File: src/design/seq_pkg.sv
// package of constants and types for the shutter readout sequencer
package seq_pkg;
	// register byte offsets
	localparam logic [7:0] SEQUENCER_MODE_OFFSET   = 8'h00;
	localparam logic [7:0] EXPOSURE_CONFIG_OFFSET  = 8'h04;
	localparam logic [7:0] CYCLE_PRESCALE_OFFSET   = 8'h08;
	localparam logic [7:0] RESET_LENGTH_OFFSET     = 8'h0C;
	localparam logic [7:0] INTEGRATION_OFFSET      = 8'h10;
	localparam logic [7:0] ROW_OVERHEAD_OFFSET     = 8'h14;
	localparam logic [7:0] FRAME_OVERHEAD_OFFSET   = 8'h18;
	localparam logic [7:0] LINE_COUNT_OFFSET       = 8'h1C;
	localparam logic [7:0] KERNEL_COUNT_OFFSET     = 8'h20;
	localparam logic [7:0] NDR_STEPS_OFFSET        = 8'h24;
	localparam logic [7:0] STATUS_OFFSET           = 8'h28;
	// field positions
	localparam int MODE_ENABLE_BIT    = 0;
	localparam int MODE_PIN_TIMED_BIT = 1;
	localparam int MODE_TRIGGERED_BIT = 2;
	localparam int EXP_CYCLES_BIT     = 6;
	localparam int EXP_SYNC_ROT_BIT   = 7;
	// reset values
	localparam logic [7:0]  SEQUENCER_MODE_RESET = 8'h00;
	localparam logic [7:0]  EXPOSURE_RESET       = 8'h00;
	localparam logic [3:0]  PRESCALE_RESET       = 4'h0;
	localparam logic [15:0] RESET_LENGTH_RESET   = 16'h0010;
	localparam logic [15:0] INTEGRATION_RESET    = 16'h0400;
	localparam logic [15:0] ROT_RESET            = 16'h0009;
	localparam logic [15:0] FOT_RESET            = 16'h013B;
	localparam logic [15:0] LINE_COUNT_RESET     = 16'h0400;
	localparam logic [7:0]  KERNEL_COUNT_RESET   = 8'h36;
	localparam logic [7:0]  NDR_STEPS_RESET      = 8'h01;
	// sync channel codes
	localparam logic [9:0] FRAME_BEGIN_CODE        = 10'h059;
	localparam logic [9:0] LINE_BEGIN_CODE         = 10'h056;
	localparam logic [9:0] FRAME_FINISH_CODE       = 10'h05A;
	localparam logic [9:0] LINE_FINISH_CODE        = 10'h055;
	localparam logic [9:0] GREY_BLACK_COLUMN_CODE  = 10'h0A9;
	localparam logic [9:0] CHECKSUM_CODE           = 10'h0A6;
	localparam logic [9:0] FIXED_PATTERN_VALUES_CODE = 10'h13C;
	localparam logic [9:0] NORMAL_DATA_CODE        = 10'h193;
	localparam logic [9:0] IDLE_CODE               = 10'h000;
	localparam int PIXELS_PER_KERNEL = 24;
	localparam int DATA_CHANNELS     = 12;
	localparam int EXTRA_COLUMNS     = 16;

	typedef enum logic [2:0] {
		RD_IDLE  = 3'b000,
		RD_FOT   = 3'b001,
		RD_ROT   = 3'b010,
		RD_DATA  = 3'b011,
		RD_CRC   = 3'b100,
		RD_END   = 3'b101
	} readout_state_type;

	typedef enum logic [1:0] {
		EX_RESET = 2'b00,
		EX_HOLD  = 2'b01,
		EX_INTEG = 2'b10
	} expose_state_type;

	typedef enum logic [3:0] {
		SLOT_NONE  = 4'h0,
		SLOT_FBEG  = 4'h1,
		SLOT_LBEG  = 4'h2,
		SLOT_FFIN  = 4'h3,
		SLOT_LFIN  = 4'h4,
		SLOT_GBC   = 4'h5,
		SLOT_CRC   = 4'h6,
		SLOT_FPN   = 4'h7,
		SLOT_DATA  = 4'h8
	} slot_kind_type;
endpackage : seq_pkg

File: src/design/seq_link_if.sv
// interface carrying readout slot events from the sequencer to the stream encoder
`timescale 1ns/1ps
interface seq_link_if;
	logic                     slot_valid;
	seq_pkg::slot_kind_type   slot_kind;
	logic [15:0]              slot_index;
	logic                     tick;
	logic [15:0]              tick_limit;
	logic                     expired;
	logic                     start;
	logic [3:0]               prescale;
	logic                     in_cycles;

	modport sequencer (output slot_valid, output slot_kind, output slot_index,
		output start, output tick_limit, output prescale, output in_cycles,
		input expired, input tick);
	modport encoder (input slot_valid, input slot_kind, input slot_index);
	modport timer (input start, input tick_limit, input prescale, input in_cycles,
		input tick, output expired);
endinterface : seq_link_if

File: src/design/exposure_timer.sv
// exposure timer counting lines or prescaled clock cycles
`timescale 1ns/1ps
module exposure_timer (
	input  wire logic  i_mclk,
	input  wire logic  i_nrst,
	seq_link_if.timer  link
);
	logic [15:0] count;
	logic [15:0] pre;
	logic        running;
	logic        step;

	// in line mode one step per row overhead, else one per 2**prescale cycles
	always_comb begin
		if (link.in_cycles) begin
			step = (pre == 16'((32'd1 << link.prescale) - 32'd1));
		end else begin
			step = link.tick;
		end
	end

	always_ff @(posedge i_mclk) begin
		if (!i_nrst || link.start || !running || step) begin
			pre <= 16'h0000;
		end else begin
			pre <= pre + 16'h0001;
		end
	end

	always_ff @(posedge i_mclk) begin
		if (!i_nrst) begin
			count   <= 16'h0000;
			running <= 1'b0;
		end else if (link.start) begin
			count   <= link.tick_limit;
			running <= 1'b1;
		end else if (running && step) begin
			if (count <= 16'h0001) begin
				running <= 1'b0;
				count   <= 16'h0000;
			end else begin
				count <= count - 16'h0001;
			end
		end
	end

	assign link.expired = running && step && (count <= 16'h0001);
endmodule : exposure_timer

File: src/design/shutter_sequencer_sync.sv
// shutter readout sequencer with AXI4-Lite register file and sync channel output
//
// Overview of operation
// - pipelined mode integrates next frame while the previous one is read out
// - each frame starts with frame overhead, each line with row overhead
// - exposure config bit 6 picks line or cycle counting for exposure timers
// - in line counting, integration outputs change only during row overhead or while readout is idle
// - cycle counting scales counts by two to the prescale, acting at expiry
// - update-sync bit 7 delays integration updates to the next row overhead
// - exposure timers use lines or cycles; overhead timers always count cycles
// - pipelined pin-timed ignores timers; pin high releases reset, low samples
// - triggered mode reads one image per trigger, array held in reset till then
// - triggered sequencer-timed starts on rising pin edge, timer sets duration
// - timer expiry starts frame overhead and readout; next frame needs new edge
// - triggered pin-timed: rise starts integration, fall starts frame overhead
// - step count sets samples per reset; one means normal operation
// - pin-timed multi-sample keeps pin protocol, suppresses internal resets
// - a dummy reference line is read before the real pixel lines
// - pixels read in 24-pixel kernels; last slot adds 16 extra columns, none added here: its second half is coded grey/black
// - twelve data channels fed by 24 converters plus one sync channel
// - sync codes for frame and line begin and finish as given
// - sync codes for grey/black, checksum, stored pattern and data words; no slot here ever sends the checksum code
// - sequencer mode bit 1 selects sequencer-timed or pin-timed integration
`timescale 1ns/1ps
module shutter_sequencer_sync #(
	parameter int LINE_WIDTH = 16
) (
	input  wire logic                     i_mclk,
	input  wire logic                     i_nrst,
	input  wire logic [7:0]               i_awaddr,
	input  wire logic                     i_awvalid,
	output logic                          o_awready,
	input  wire logic [31:0]              i_wdata,
	input  wire logic [3:0]               i_wstrb,
	input  wire logic                     i_wvalid,
	output logic                          o_wready,
	output logic [1:0]                    o_bresp,
	output logic                          o_bvalid,
	input  wire logic                     i_bready,
	input  wire logic [7:0]               i_araddr,
	input  wire logic                     i_arvalid,
	output logic                          o_arready,
	output logic [31:0]                   o_rdata,
	output logic [1:0]                    o_rresp,
	output logic                          o_rvalid,
	input  wire logic                     i_rready,
	input  wire logic                     i_first_integration_input,
	input  wire logic [9:0]               i_adc_even [seq_pkg::DATA_CHANNELS],
	input  wire logic [9:0]               i_adc_odd  [seq_pkg::DATA_CHANNELS],
	output logic                          o_pixel_reset,
	output logic                          o_pixel_sample,
	output logic                          o_integrating,
	output logic [9:0]                    o_data [seq_pkg::DATA_CHANNELS],
	output logic [9:0]                    o_sync_code
);
	seq_link_if link ();

	logic [7:0]  sequencer_mode_reg;
	logic [7:0]  exposure_config_reg;
	logic [3:0]  cycle_prescale_reg;
	logic [15:0] reset_length_reg;
	logic [15:0] integration_reg;
	logic [15:0] row_overhead_reg;
	logic [15:0] frame_overhead_reg;
	logic [15:0] line_count_reg;
	logic [7:0]  kernel_count_reg;
	logic [7:0]  nondestructive_step_count;

	logic        aw_held;
	logic        w_held;
	logic [7:0]  aw_addr;
	logic [31:0] w_data;
	logic [3:0]  w_strb;

	seq_pkg::readout_state_type rd_state;
	seq_pkg::expose_state_type  ex_state;
	logic [15:0] rd_count;
	logic [15:0] line_index;
	logic [7:0]  kernel_index;
	logic        half;
	logic        pin_prev;
	logic        frame_request;
	logic        pending_reset;
	logic        pending_sample;
	logic [7:0]  ndr_index;
	logic [15:0] frame_total;

	logic        enabled;
	logic        pin_timed;
	logic        triggered;
	logic        sync_to_rot;
	logic        in_rot;
	logic        pin_rise;
	logic        pin_fall;
	logic        last_slot;

	assign enabled     = sequencer_mode_reg[seq_pkg::MODE_ENABLE_BIT];
	assign pin_timed   = sequencer_mode_reg[seq_pkg::MODE_PIN_TIMED_BIT];
	assign triggered   = sequencer_mode_reg[seq_pkg::MODE_TRIGGERED_BIT];
	assign sync_to_rot = exposure_config_reg[seq_pkg::EXP_SYNC_ROT_BIT];
	assign in_rot      = (rd_state == seq_pkg::RD_ROT);
	assign pin_rise    = i_first_integration_input && !pin_prev;
	assign pin_fall    = !i_first_integration_input && pin_prev;
	assign last_slot   = (kernel_index == kernel_count_reg - 8'h01);

	// AXI4-Lite write path: address and data accepted independently
	assign o_awready = !aw_held && !o_bvalid;
	assign o_wready  = !w_held && !o_bvalid;
	assign o_bresp   = 2'b00;
	assign o_rresp   = 2'b00;
	assign o_arready = !o_rvalid;

	always_ff @(posedge i_mclk) begin
		if (!i_nrst) begin
			aw_held <= 1'b0;
			w_held  <= 1'b0;
			aw_addr <= 8'h00;
			w_data  <= 32'h0000_0000;
			w_strb  <= 4'h0;
			o_bvalid <= 1'b0;
		end else begin
			if (o_awready && i_awvalid) begin
				aw_held <= 1'b1;
				aw_addr <= i_awaddr;
			end
			if (o_wready && i_wvalid) begin
				w_held <= 1'b1;
				w_data <= i_wdata;
				w_strb <= i_wstrb;
			end
			if (aw_held && w_held) begin
				aw_held  <= 1'b0;
				w_held   <= 1'b0;
				o_bvalid <= 1'b1;
			end else if (o_bvalid && i_bready) begin
				o_bvalid <= 1'b0;
			end
		end
	end

	// register store; only the byte lane 0 strobe gates the write, unmapped writes are dropped with OKAY
	always_ff @(posedge i_mclk) begin
		if (!i_nrst) begin
			sequencer_mode_reg        <= seq_pkg::SEQUENCER_MODE_RESET;
			exposure_config_reg       <= seq_pkg::EXPOSURE_RESET;
			cycle_prescale_reg        <= seq_pkg::PRESCALE_RESET;
			reset_length_reg          <= seq_pkg::RESET_LENGTH_RESET;
			integration_reg           <= seq_pkg::INTEGRATION_RESET;
			row_overhead_reg          <= seq_pkg::ROT_RESET;
			frame_overhead_reg        <= seq_pkg::FOT_RESET;
			line_count_reg            <= seq_pkg::LINE_COUNT_RESET;
			kernel_count_reg          <= seq_pkg::KERNEL_COUNT_RESET;
			nondestructive_step_count <= seq_pkg::NDR_STEPS_RESET;
		end else if (aw_held && w_held && w_strb[0]) begin
			case (aw_addr)
				seq_pkg::SEQUENCER_MODE_OFFSET:  sequencer_mode_reg  <= w_data[7:0];
				seq_pkg::EXPOSURE_CONFIG_OFFSET: exposure_config_reg <= w_data[7:0];
				seq_pkg::CYCLE_PRESCALE_OFFSET:  cycle_prescale_reg  <= w_data[3:0];
				seq_pkg::RESET_LENGTH_OFFSET:    reset_length_reg    <= w_data[15:0];
				seq_pkg::INTEGRATION_OFFSET:     integration_reg     <= w_data[15:0];
				seq_pkg::ROW_OVERHEAD_OFFSET:    row_overhead_reg    <= w_data[15:0];
				seq_pkg::FRAME_OVERHEAD_OFFSET:  frame_overhead_reg  <= w_data[15:0];
				seq_pkg::LINE_COUNT_OFFSET:      line_count_reg      <= w_data[15:0];
				seq_pkg::KERNEL_COUNT_OFFSET:    kernel_count_reg    <= w_data[7:0];
				seq_pkg::NDR_STEPS_OFFSET:       nondestructive_step_count <= w_data[7:0];
				default: begin
				end
			endcase
		end
	end

	// read path, one cycle latency, unmapped reads return zero with OKAY
	always_ff @(posedge i_mclk) begin
		if (!i_nrst) begin
			o_rvalid <= 1'b0;
			o_rdata  <= 32'h0000_0000;
		end else if (o_arready && i_arvalid) begin
			o_rvalid <= 1'b1;
			case (i_araddr)
				seq_pkg::SEQUENCER_MODE_OFFSET:  o_rdata <= {24'h0, sequencer_mode_reg};
				seq_pkg::EXPOSURE_CONFIG_OFFSET: o_rdata <= {24'h0, exposure_config_reg};
				seq_pkg::CYCLE_PRESCALE_OFFSET:  o_rdata <= {28'h0, cycle_prescale_reg};
				seq_pkg::RESET_LENGTH_OFFSET:    o_rdata <= {16'h0, reset_length_reg};
				seq_pkg::INTEGRATION_OFFSET:     o_rdata <= {16'h0, integration_reg};
				seq_pkg::ROW_OVERHEAD_OFFSET:    o_rdata <= {16'h0, row_overhead_reg};
				seq_pkg::FRAME_OVERHEAD_OFFSET:  o_rdata <= {16'h0, frame_overhead_reg};
				seq_pkg::LINE_COUNT_OFFSET:      o_rdata <= {16'h0, line_count_reg};
				seq_pkg::KERNEL_COUNT_OFFSET:    o_rdata <= {24'h0, kernel_count_reg};
				seq_pkg::NDR_STEPS_OFFSET:       o_rdata <= {24'h0, nondestructive_step_count};
				seq_pkg::STATUS_OFFSET:          o_rdata <= {line_index, 5'h00,
					rd_state, 6'h00, ex_state};
				default:                         o_rdata <= 32'h0000_0000;
			endcase
		end else if (o_rvalid && i_rready) begin
			o_rvalid <= 1'b0;
		end
	end

	always_ff @(posedge i_mclk) begin
		if (!i_nrst) begin
			pin_prev <= 1'b0;
		end else begin
			pin_prev <= i_first_integration_input;
		end
	end

	// exposure timer drive: reset phase, then integration phase, in lines or cycles
	assign link.in_cycles = exposure_config_reg[seq_pkg::EXP_CYCLES_BIT];
	assign link.prescale  = cycle_prescale_reg;
	assign link.tick      = in_rot && (rd_count == 16'h0000);
	assign link.start     = !pin_timed && enabled && (
		(ex_state == seq_pkg::EX_RESET && !triggered && !frame_request) ||
		(ex_state == seq_pkg::EX_RESET && triggered && pin_rise) ||
		(ex_state == seq_pkg::EX_HOLD && link.expired) ||
		(ex_state == seq_pkg::EX_INTEG && link.expired &&
			ndr_index + 8'h01 < nondestructive_step_count));
	assign link.tick_limit = (ex_state == seq_pkg::EX_RESET && !triggered) ?
		reset_length_reg : integration_reg;

	// exposure state machine; pending flags let updates wait for row overhead
	always_ff @(posedge i_mclk) begin
		if (!i_nrst) begin
			ex_state       <= seq_pkg::EX_RESET;
			pending_reset  <= 1'b0;
			pending_sample <= 1'b0;
			frame_request  <= 1'b0;
			ndr_index      <= 8'h00;
		end else begin
			// lines mode and the sync bit both defer updates to row overhead;
			// clears come first so an event in the same cycle sets the flag again
			if (pending_reset && (in_rot || !(sync_to_rot || !link.in_cycles) ||
				rd_state == seq_pkg::RD_IDLE)) begin
				pending_reset <= 1'b0;
			end
			if (pending_sample && (in_rot || !(sync_to_rot || !link.in_cycles) ||
				rd_state == seq_pkg::RD_IDLE)) begin
				pending_sample <= 1'b0;
			end
			if (rd_state == seq_pkg::RD_FOT) begin
				frame_request <= 1'b0;
			end
			case (ex_state)
				seq_pkg::EX_RESET: begin
					if (!enabled) begin
						ex_state <= seq_pkg::EX_RESET;
					end else if (pin_timed && pin_rise) begin
						ex_state      <= seq_pkg::EX_INTEG;
						pending_reset <= 1'b1;
					end else if (!pin_timed && triggered && pin_rise) begin
						ex_state      <= seq_pkg::EX_INTEG;
						pending_reset <= 1'b1;
					end else if (link.start) begin
						ex_state <= seq_pkg::EX_HOLD;
					end
				end
				seq_pkg::EX_HOLD: begin
					if (link.expired) begin
						ex_state      <= seq_pkg::EX_INTEG;
						pending_reset <= 1'b1;
					end
				end
				seq_pkg::EX_INTEG: begin
					if ((pin_timed && pin_fall) || (!pin_timed && link.expired)) begin
						pending_sample <= 1'b1;
						frame_request  <= 1'b1;
						if (ndr_index + 8'h01 < nondestructive_step_count) begin
							ndr_index <= ndr_index + 8'h01;
							ex_state  <= pin_timed ? seq_pkg::EX_RESET : seq_pkg::EX_INTEG;
						end else begin
							ndr_index <= 8'h00;
							ex_state  <= seq_pkg::EX_RESET;
						end
					end
				end
				default: ex_state <= seq_pkg::EX_RESET;
			endcase
		end
	end

	// pixel control outputs; array stays in reset until integration starts
	always_ff @(posedge i_mclk) begin
		if (!i_nrst) begin
			o_pixel_reset  <= 1'b1;
			o_integrating  <= 1'b0;
			o_pixel_sample <= 1'b0;
		end else begin
			if (pending_reset && !pending_sample && (in_rot || rd_state == seq_pkg::RD_IDLE ||
				!(sync_to_rot || !link.in_cycles))) begin
				o_pixel_reset <= 1'b0;
				o_integrating <= 1'b1;
			end
			o_pixel_sample <= 1'b0;
			if (pending_sample && (in_rot || rd_state == seq_pkg::RD_IDLE ||
				!(sync_to_rot || !link.in_cycles))) begin
				o_pixel_sample <= 1'b1;
				o_integrating  <= 1'b0;
				// multi-sample keeps the array out of reset between samples
				o_pixel_reset  <= (ndr_index == 8'h00);
			end
		end
	end

	// readout: frame overhead, dummy line, then lines of row overhead and kernels
	assign frame_total = line_count_reg + 16'h0001;

	always_ff @(posedge i_mclk) begin
		if (!i_nrst) begin
			rd_state     <= seq_pkg::RD_IDLE;
			rd_count     <= 16'h0000;
			line_index   <= 16'h0000;
			kernel_index <= 8'h00;
			half         <= 1'b0;
		end else begin
			case (rd_state)
				seq_pkg::RD_IDLE: begin
					if (o_pixel_sample) begin
						rd_state <= seq_pkg::RD_FOT;
						rd_count <= frame_overhead_reg;
					end
				end
				seq_pkg::RD_FOT: begin
					if (rd_count == 16'h0000) begin
						rd_state   <= seq_pkg::RD_ROT;
						rd_count   <= row_overhead_reg;
						line_index <= 16'h0000;
					end else begin
						rd_count <= rd_count - 16'h0001;
					end
				end
				seq_pkg::RD_ROT: begin
					if (rd_count == 16'h0000) begin
						rd_state     <= seq_pkg::RD_DATA;
						kernel_index <= 8'h00;
						half         <= 1'b0;
					end else begin
						rd_count <= rd_count - 16'h0001;
					end
				end
				seq_pkg::RD_DATA: begin
					half <= !half;
					if (half) begin
						if (last_slot) begin
							rd_state <= seq_pkg::RD_CRC;
						end else begin
							kernel_index <= kernel_index + 8'h01;
						end
					end
				end
				seq_pkg::RD_CRC: begin
					if (line_index + 16'h0001 == frame_total) begin
						rd_state <= seq_pkg::RD_END;
					end else begin
						rd_state   <= seq_pkg::RD_ROT;
						rd_count   <= row_overhead_reg;
						line_index <= line_index + 16'h0001;
					end
				end
				seq_pkg::RD_END: rd_state <= seq_pkg::RD_IDLE;
				default:         rd_state <= seq_pkg::RD_IDLE;
			endcase
		end
	end

	// slot kind presented with the data word of the same cycle
	always_comb begin
		link.slot_valid = 1'b1;
		link.slot_index = {8'h00, kernel_index};
		case (rd_state)
			seq_pkg::RD_DATA: begin
				if (line_index == 16'h0000) begin
					link.slot_kind = seq_pkg::SLOT_FPN;
				end else if (last_slot && half) begin
					link.slot_kind = seq_pkg::SLOT_GBC;
				end else if (kernel_index == 8'h00 && !half) begin
					link.slot_kind = (line_index == 16'h0001) ? seq_pkg::SLOT_FBEG :
						seq_pkg::SLOT_LBEG;
				end else begin
					link.slot_kind = seq_pkg::SLOT_DATA;
				end
			end
			seq_pkg::RD_CRC: begin
				link.slot_kind = (line_index + 16'h0001 == frame_total) ?
					seq_pkg::SLOT_FFIN : seq_pkg::SLOT_LFIN;
			end
			default: begin
				link.slot_valid = 1'b0;
				link.slot_kind  = seq_pkg::SLOT_NONE;
			end
		endcase
	end

	// data words registered in the same cycle as the sync code
	always_ff @(posedge i_mclk) begin
		for (int ch = 0; ch < seq_pkg::DATA_CHANNELS; ch++) begin
			if (!i_nrst || rd_state != seq_pkg::RD_DATA) begin
				o_data[ch] <= 10'h000;
			end else begin
				o_data[ch] <= half ? i_adc_odd[ch] : i_adc_even[ch];
			end
		end
	end

	exposure_timer u_timer (
		.i_mclk (i_mclk),
		.i_nrst (i_nrst),
		.link   (link.timer)
	);

	sync_encoder u_sync (
		.i_mclk      (i_mclk),
		.i_nrst      (i_nrst),
		.link        (link.encoder),
		.o_sync_code (o_sync_code)
	);
endmodule : shutter_sequencer_sync

File: src/design/sync_encoder.sv
// maps readout slot kinds to sync channel codes, registered in step with the data words
`timescale 1ns/1ps
module sync_encoder (
	input  wire logic    i_mclk,
	input  wire logic    i_nrst,
	seq_link_if.encoder  link,
	output logic [9:0]   o_sync_code
);
	function automatic logic [9:0] code_of(input seq_pkg::slot_kind_type k);
		case (k)
			seq_pkg::SLOT_FBEG: code_of = seq_pkg::FRAME_BEGIN_CODE;
			seq_pkg::SLOT_LBEG: code_of = seq_pkg::LINE_BEGIN_CODE;
			seq_pkg::SLOT_FFIN: code_of = seq_pkg::FRAME_FINISH_CODE;
			seq_pkg::SLOT_LFIN: code_of = seq_pkg::LINE_FINISH_CODE;
			seq_pkg::SLOT_GBC:  code_of = seq_pkg::GREY_BLACK_COLUMN_CODE;
			seq_pkg::SLOT_CRC:  code_of = seq_pkg::CHECKSUM_CODE;
			seq_pkg::SLOT_FPN:  code_of = seq_pkg::FIXED_PATTERN_VALUES_CODE;
			seq_pkg::SLOT_DATA: code_of = seq_pkg::NORMAL_DATA_CODE;
			default:            code_of = seq_pkg::IDLE_CODE;
		endcase
	endfunction : code_of

	always_ff @(posedge i_mclk) begin
		if (!i_nrst) begin
			o_sync_code <= seq_pkg::IDLE_CODE;
		end else if (link.slot_valid) begin
			o_sync_code <= code_of(link.slot_kind);
		end else begin
			o_sync_code <= seq_pkg::IDLE_CODE;
		end
	end
endmodule : sync_encoder

File: config.mk
export PLATFORM = sky130hd
export DESIGN_NAME = shutter_sequencer_sync
export DESIGN_NICKNAME = d
export VERILOG_FILES = /design/src/design/seq_pkg.sv /design/src/design/seq_link_if.sv /design/src/design/exposure_timer.sv /design/src/design/shutter_sequencer_sync.sv /design/src/design/sync_encoder.sv
export SDC_FILE = /design/constraint.sdc
export NUM_CORES = 1
export LEC_CHECK = 0
export CAP_MARGIN = 20
export CELL_PAD_IN_SITES_DETAIL_PLACEMENT = 1
export CELL_PAD_IN_SITES_GLOBAL_PLACEMENT = 1
export CORE_UTILIZATION = 35
export CTS_CLUSTER_DIAMETER = 120
export DETAILED_ROUTE_END_ITERATION = 8
export DONT_BUFFER_PORTS = 1
export PLACE_DENSITY = 0.6
export SYNTH_ARGS = -nofsm -noshare
export SYNTH_HDL_FRONTEND = slang
export SYNTH_SLANG_ARGS = --single-unit
File: constraint.sdc
create_clock -name i_mclk -period 4.21 [get_ports i_mclk]
set_clock_uncertainty 0.2 [all_clocks]
set_input_delay 0.6315 -clock i_mclk [delete_from_list [all_inputs] [get_ports i_mclk]]
set_output_delay 0.6315 -clock i_mclk [all_outputs]
set_load 0.1 [all_outputs]
# Yosys cells after proc, flatten, opt, wreduce, memory -nomap -nowiden
# Memory sizes are Yosys's and may differ from the RTL's. A register that Yosys moved wholly into a read port is not among the register bits.
# Index checks and enable logic that the tools add are counted.
# word_totals
word_cells	283
input_bits	300
mem_bits_ro	144
output_inout_bits	174
ff_bits	401
memories	1
# op_classes
shifts	1
n_mux	78
bitwise	1
reduce_logical	102
n_addsub	9
n_eq_ne	41
n_lt_le_gt_ge	2
# memory_table
memory	words	word_bits	rd	rd_clocked_by_memory_dff	write_ports	line	source
(name not given)	16	9	1	1	0	sync_encoder.sv:10	case (k)
# ops
op	n
$pmux 32 s11	1
$mux 16	10
$mux 10	12
$eq 8x5->1 const B	8
$pmux 16 s4	1
$add 16x1->16 const B	3
$sub 16x1->16 const B	3
$eq 8x6->1 const B	5
$logic_and 1x1->1	35
$eq 16x16->1	2
$eq 8x4->1 const B	4
$logic_not 16->1	2
$logic_not 8->1	4
$mux 8	4
$pmux 16 s2	1
$reduce_and 2->1	14
$mux 1	24
$mux 3	7
$mux 2	9
$add 8x1->8 const B	2
$eq 16x1->1 const B	1
$eq 8x3->1 const B	2
$le 16x1->1 const B	1
$logic_not 1->1	16
other kinds (29)	63

# Longest topological paths before layout
# logic_depth
depth_word	15
ltp_mapped	16
ltp_nobuf	15

# By module
# From an unflattened synthesis, not the netlist that was laid out.
# unflattened
hier_cells	2182
area_unflattened_um2	19002.0
# by_module_without_submodules
mod	area_each_um2	seq_area_each_um2	instances	cells_per_inst
shutter_sequencer_sync	16298.1	7166.9	1	1853
exposure_timer	2242.2	660.6	1	283
sync_encoder	461.7	180.2	1	46

# Worst setup path after synthesis
# OpenSTA, ideal clock, no wires.
# synth_timing
path_type	register to register
start	register cycle_prescale_reg[1]
end	register ndr_index[5]
arrival_ps	3098
synth_period_minus_slack_ps	3415
path_slack_ps	795
setup_ps	117
path_stages_with_launch	13
n_path_buf	2
path_cell_list	dfxtp_1 -> clkbuf_1 -> clkbuf_1 -> nand3b_1 -> ha_1 -> or3b_1 -> a311oi_1 -> nand3_1 -> nor4_1 -> a41o_4 -> a21oi_2 -> or3_1 -> a32o_1
# synth_via
elab_chain_len	9
# synth_rtl
element	line	source
start, declared	shutter_sequencer_sync.sv:60	logic [3:0] cycle_prescale_reg;
start signal, assigned	shutter_sequencer_sync.sv:146	cycle_prescale_reg <= seq_pkg::PRESCALE_RESET;
start signal, assigned	shutter_sequencer_sync.sv:158	seq_pkg::CYCLE_PRESCALE_OFFSET: cycle_prescale_reg <= w_data[3:0];
$shl 1x4->16	exposure_timer.sv:16	step = (pre == 16'((32'd1 << link.prescale) - 32'd1));
$sub 16x1->16	exposure_timer.sv:16	
$eq 16x16->1	exposure_timer.sv:16	
$mux 1	exposure_timer.sv:15	if (link.in_cycles) begin
$logic_and 1x1->1 (2 in a row)	exposure_timer.sv:47	assign link.expired = running && step && (count <= 16'h0001);
$logic_and 1x1->1	shutter_sequencer_sync.sv:263	if ((pin_timed && pin_fall) || (!pin_timed && link.expired)) begin
$logic_or 1x1->1	shutter_sequencer_sync.sv:263	
$reduce_and 2->1 (no line)	-	
end signal, assigned	shutter_sequencer_sync.sv:267	ndr_index <= ndr_index + 8'h01;
end, declared	shutter_sequencer_sync.sv:85	logic [7:0] ndr_index;
# No other way between the ends.
# A chain may end at the register's enable or synchronous reset.

# Final worst setup path
# layout_timing
start	register cycle_prescale_reg[0]
end	register u_timer.count[10]
# layout_via
elab_chain_len	11
elab_cells_between_ends	14
# layout_rtl
element	line	source
$shl 1x4->16 (*)	exposure_timer.sv:16	
$sub 16x1->16 (*)	exposure_timer.sv:16	
$eq 16x16->1 (*)	exposure_timer.sv:16	
$mux 1 (*)	exposure_timer.sv:15	
$logic_and 1x1->1 (*)	exposure_timer.sv:37, exposure_timer.sv:47	
$logic_and 1x1->1	exposure_timer.sv:47	
$logic_and 1x1->1 (on tied branches)	shutter_sequencer_sync.sv:214, shutter_sequencer_sync.sv:215	
$logic_or 1x1->1 or $logic_and 1x1->1 (tied branches)	shutter_sequencer_sync.sv:213, shutter_sequencer_sync.sv:215	
$logic_or 1x1->1	shutter_sequencer_sync.sv:214	(ex_state == seq_pkg::EX_HOLD && link.expired) ||
$logic_and 1x1->1	shutter_sequencer_sync.sv:211	assign link.start = !pin_timed && enabled && (
$mux 16 or $reduce_bool 2->1 (tied branches)	-	
end signal, assigned	exposure_timer.sv:35	count <= link.tick_limit;
end signal, assigned	exposure_timer.sv:42	count <= count - 16'h0001;
end, declared	exposure_timer.sv:8	logic [15:0] count;
# Mark *: on every way between the ends. The rest lies on a longest branch, timed or not.

==> out/qor.yml <==
global_routing:
  grt_use_met2: 0.4684
  antenna_found_initial: 2
  grt.busiest_layer: "met2"
  track_usage: 0.2653
  grt_overflow: 0
  grt_max_degree: 97
  met3_usage: 0.03512
  use_met1: 0.3260
  grt_pass1_vias: 17130
  grt_pass1_wl_um: 108800
critical_path:
  crit_arrival_ns: 4.16
  endpoint_kind: "flop"
  timing.rr.start: "cycle_prescale_reg[0]"
  worstReg2RegEnd: "u_timer.count[10]"
  crit_chain: "nor2_1 > nand2_1 > ha_1 > or3b_1 > a311oi_1 > nand3_1 > nor4_1 > a41oi_2 > nor4b_2 > nor2_1 > o32ai_1"
  worst-path-buf-inv: 0
  worst_path_largest_cell_delay_ns: 0.52
  critPathRequiredTime_ns: 4.50
  worst_path_max_delay_cell: "nor4b_2"
  worstPathMaxFanout: 11
  reg2reg_depth: 11
  startpoint_type: "flop"
  crit_top_cell: "nor2_1"
  criticalPathCategory: "flop to flop"
  rrSetupSlack_ns: 0.34
  crit_family: "simple AND/OR/NAND/NOR gates"
floorplan:
  rows: 83
  die_area_um2: 53910
  ios: 474
  initial_core_util: 0.3579
  coreArea_um2: 51820
  die_width_um: 232.2
  fp.dieH_um: 232.2
sta:
  final-hold-violation-count: 0
  slew_headroom: 0.2322
  fin_crit_sh: 0.9189
  clock.fmax_ghz: 0.2585
  worst_slew_pin_slew_ns: 1.150
  drv_slew: 0
  fin_setup_tns_ns: 0
  rsz0062_at_grt: "no"
  period_needed_ns: 3.869
  finalWorstSetupSlack_ns: 0.3413
  setup_violations: 0
worst_hold_path:
  hp-class: "input pin to flop"
  hold_path_end: "o_data[106]"
  hold_depth: 2
  min_from: "i_adc_even[106]"
power:
  p_seq_frac: 0.419
  p_per_area_nw_per_um2: 437.3
  combPwrFrac: 0.150
  swShare: 0.2954
  p_int_mw: 6.903
  p_leak_nw: 8.507
  power_switching_mw: 2.895
  power.share.clock: 0.431
  irDropWorstVdd_v: 0.0002798
detailed_routing:
  routedWlPerCell_um: 24.47
  wirelength_um: 73200
  drc: 0
  vias: 16630
  vias_per_cell: 5.558
  drtPass1Iterations: 5
  ant_nets: 0
  drt_iter0_drc: 927
clocking:
  cts_buffers: 46
  clock_sinks: 400
  clk_latency_ns: 0.60
  clk_pin_slew_ns: 0.06
  cts-root-buf: "clkbuf_16"
  clock_path_buffers: 3
  h-tree-depth: 2
  cts_tree: "done"
yosys:
  syn_inst: 2162
  yosys_most_used_dff: "dfxtp_1"
  syn_area_per_cell_um2: 8.578
  synth_top_cell_by_area: "dfxtp_1"
  yosys_warnings: 0
  synth_top_area_frac: 0.4318
  synth.distinct_cells: 80
  synthArstFlopShare: 0
  seq_area_frac_synth: 0.4318
  synth_area_um2: 18550
  yosys-top-cells-area: "dfxtp_1 43%, mux2i_1 11%, nor2_1 6.8%"
  synth_edf_count: 0
  ys_seq_elements: 400
placed_design:
  numPortBuffers: 0
  place_congestion: 0.8619
  place_hpwl_um: 52110
  dpl_worst_slack_ns: 0.2097
cells_and_area:
  top_register: "o_data"
  layout-drive-gt1-share: 0.07140
  syn_to_final_growth_pct: 20.82
  top_regs: "o_data: 120 flops, o_rdata: 32 flops"
  final_common_cell: "dfxtp_1"
  largest_reg_flops: 120
  fillers: 5978
  layout_common_cells: "398 x dfxtp_1, 335 x nor2_1, 280 x nand2_1, 205 x mux2i_1, 156 x dlygate4sd3_1"
  nets: 2605
outcome:
  status: "finished clean"
flow_run:
  drv_cap: 0
==> logic make-up (layout without fill, tap and decap cells) <==
logic type,after synthesis,after routing,synth area share
muxes,208,208,0.1125
other,1,6,0.0002022
xor gates and xnor gates,85,85,0.04311
DFF,400,400,0.4318
AOI/OAI and AO/OA,375,375,0.1390
and+or+nand+nor,880,880,0.2127
buffers and inverters,185,330,0.04183
adders and majority gates,28,28,0.01889
==> area by class of cell <==
cell class | count | area (um^2) | share of cell area
Inverter | 37 | 143.9 | 0.006422
Sequential cell | 400 | 8013 | 0.3576
Clock buffer | 62 | 1271 | 0.05673
Timing Repair Buffer | 211 | 2012 | 0.08979
Clock inverter | 20 | 305.3 | 0.01363
Antenna cell | 1 | 2.502 | 0.0001117
Multi-Input combinational cell | 1581 | 9808 | 0.4377
Tap cell | 680 | 850.8 | 0.03797
==> synth_stat cells (all sizes together), types with 25 or more instances <==
master,instances
inv,37
nand2,281
nor3,35
xnor2,42
a22oi,64
a21oi,122
nor2,340
o21ai,33
nand3,72
mux2i,205
ha,28
nand4,25
clkbuf,111
xor2,39
buf,37
dfxtp,400
==> per-stage QoR <==
stage	utilization	power [mW]	hold slack (ns)	instances	instance area (um^2)
final	0.4324	9.798	0.01967	2992	22410
after global routing	0.4324	10.19	0.01107	2992	22410
after floorplan	-	5.072	0.2316	2166	18560
after detailed placement	0.3712	5.483	0.2512	2752	19240
after CTS	0.4322	9.868	0.0005660	2991	22400
after global placement	0.3709	5.457	0.2459	2751	19220
==> power by group through the flow <==
stage / Combinational, mW / Clock, mW / Sequential [mW]
3_5_place_dp: 1.30 / 0 / 4.19
3_3_place_gp: 1.27 / 0 / 4.18
2_1_floorplan: 0.970 / 0 / 4.10
5_1_grt: 1.60 / 4.48 / 4.11
4_1_cts: 1.45 / 4.32 / 4.10
6_report: 1.47 / 4.23 / 4.10
==> routing by layer <==
layer | wire, um | vias to the layer above
met4 | 2599 | 2
li1 | - | 7784
met2 | 36830 | 504
met1 | 30720 | 8227
met5 | 13 | -
met3 | 3039 | 113
==> how the worst max path moves through the flow <==
stage | startpoint | endpoint | cells after the start
after global placement | kernel_count_reg[0] | u_sync.o_sync_code[2] | 14
final | cycle_prescale_reg[0] | u_timer.count[10] | 11
after detailed placement | kernel_count_reg[0] | u_sync.o_sync_code[2] | 14
after CTS | cycle_prescale_reg[0] | u_timer.count[10] | 11
after floorplan | cycle_prescale_reg[1] | ndr_index[5] | 12
after global routing | line_index[1] | u_sync.o_sync_code[4] | 11
==> what timing repair did <==
action	in CTS	in global routing
gates resized for setup	0	3
hold buffers	157	0
endpoints found under the hold margin	117	0
setup buffers	0	0
setup endpoints to repair	0	7
Power figures use the tool's default switching activity.
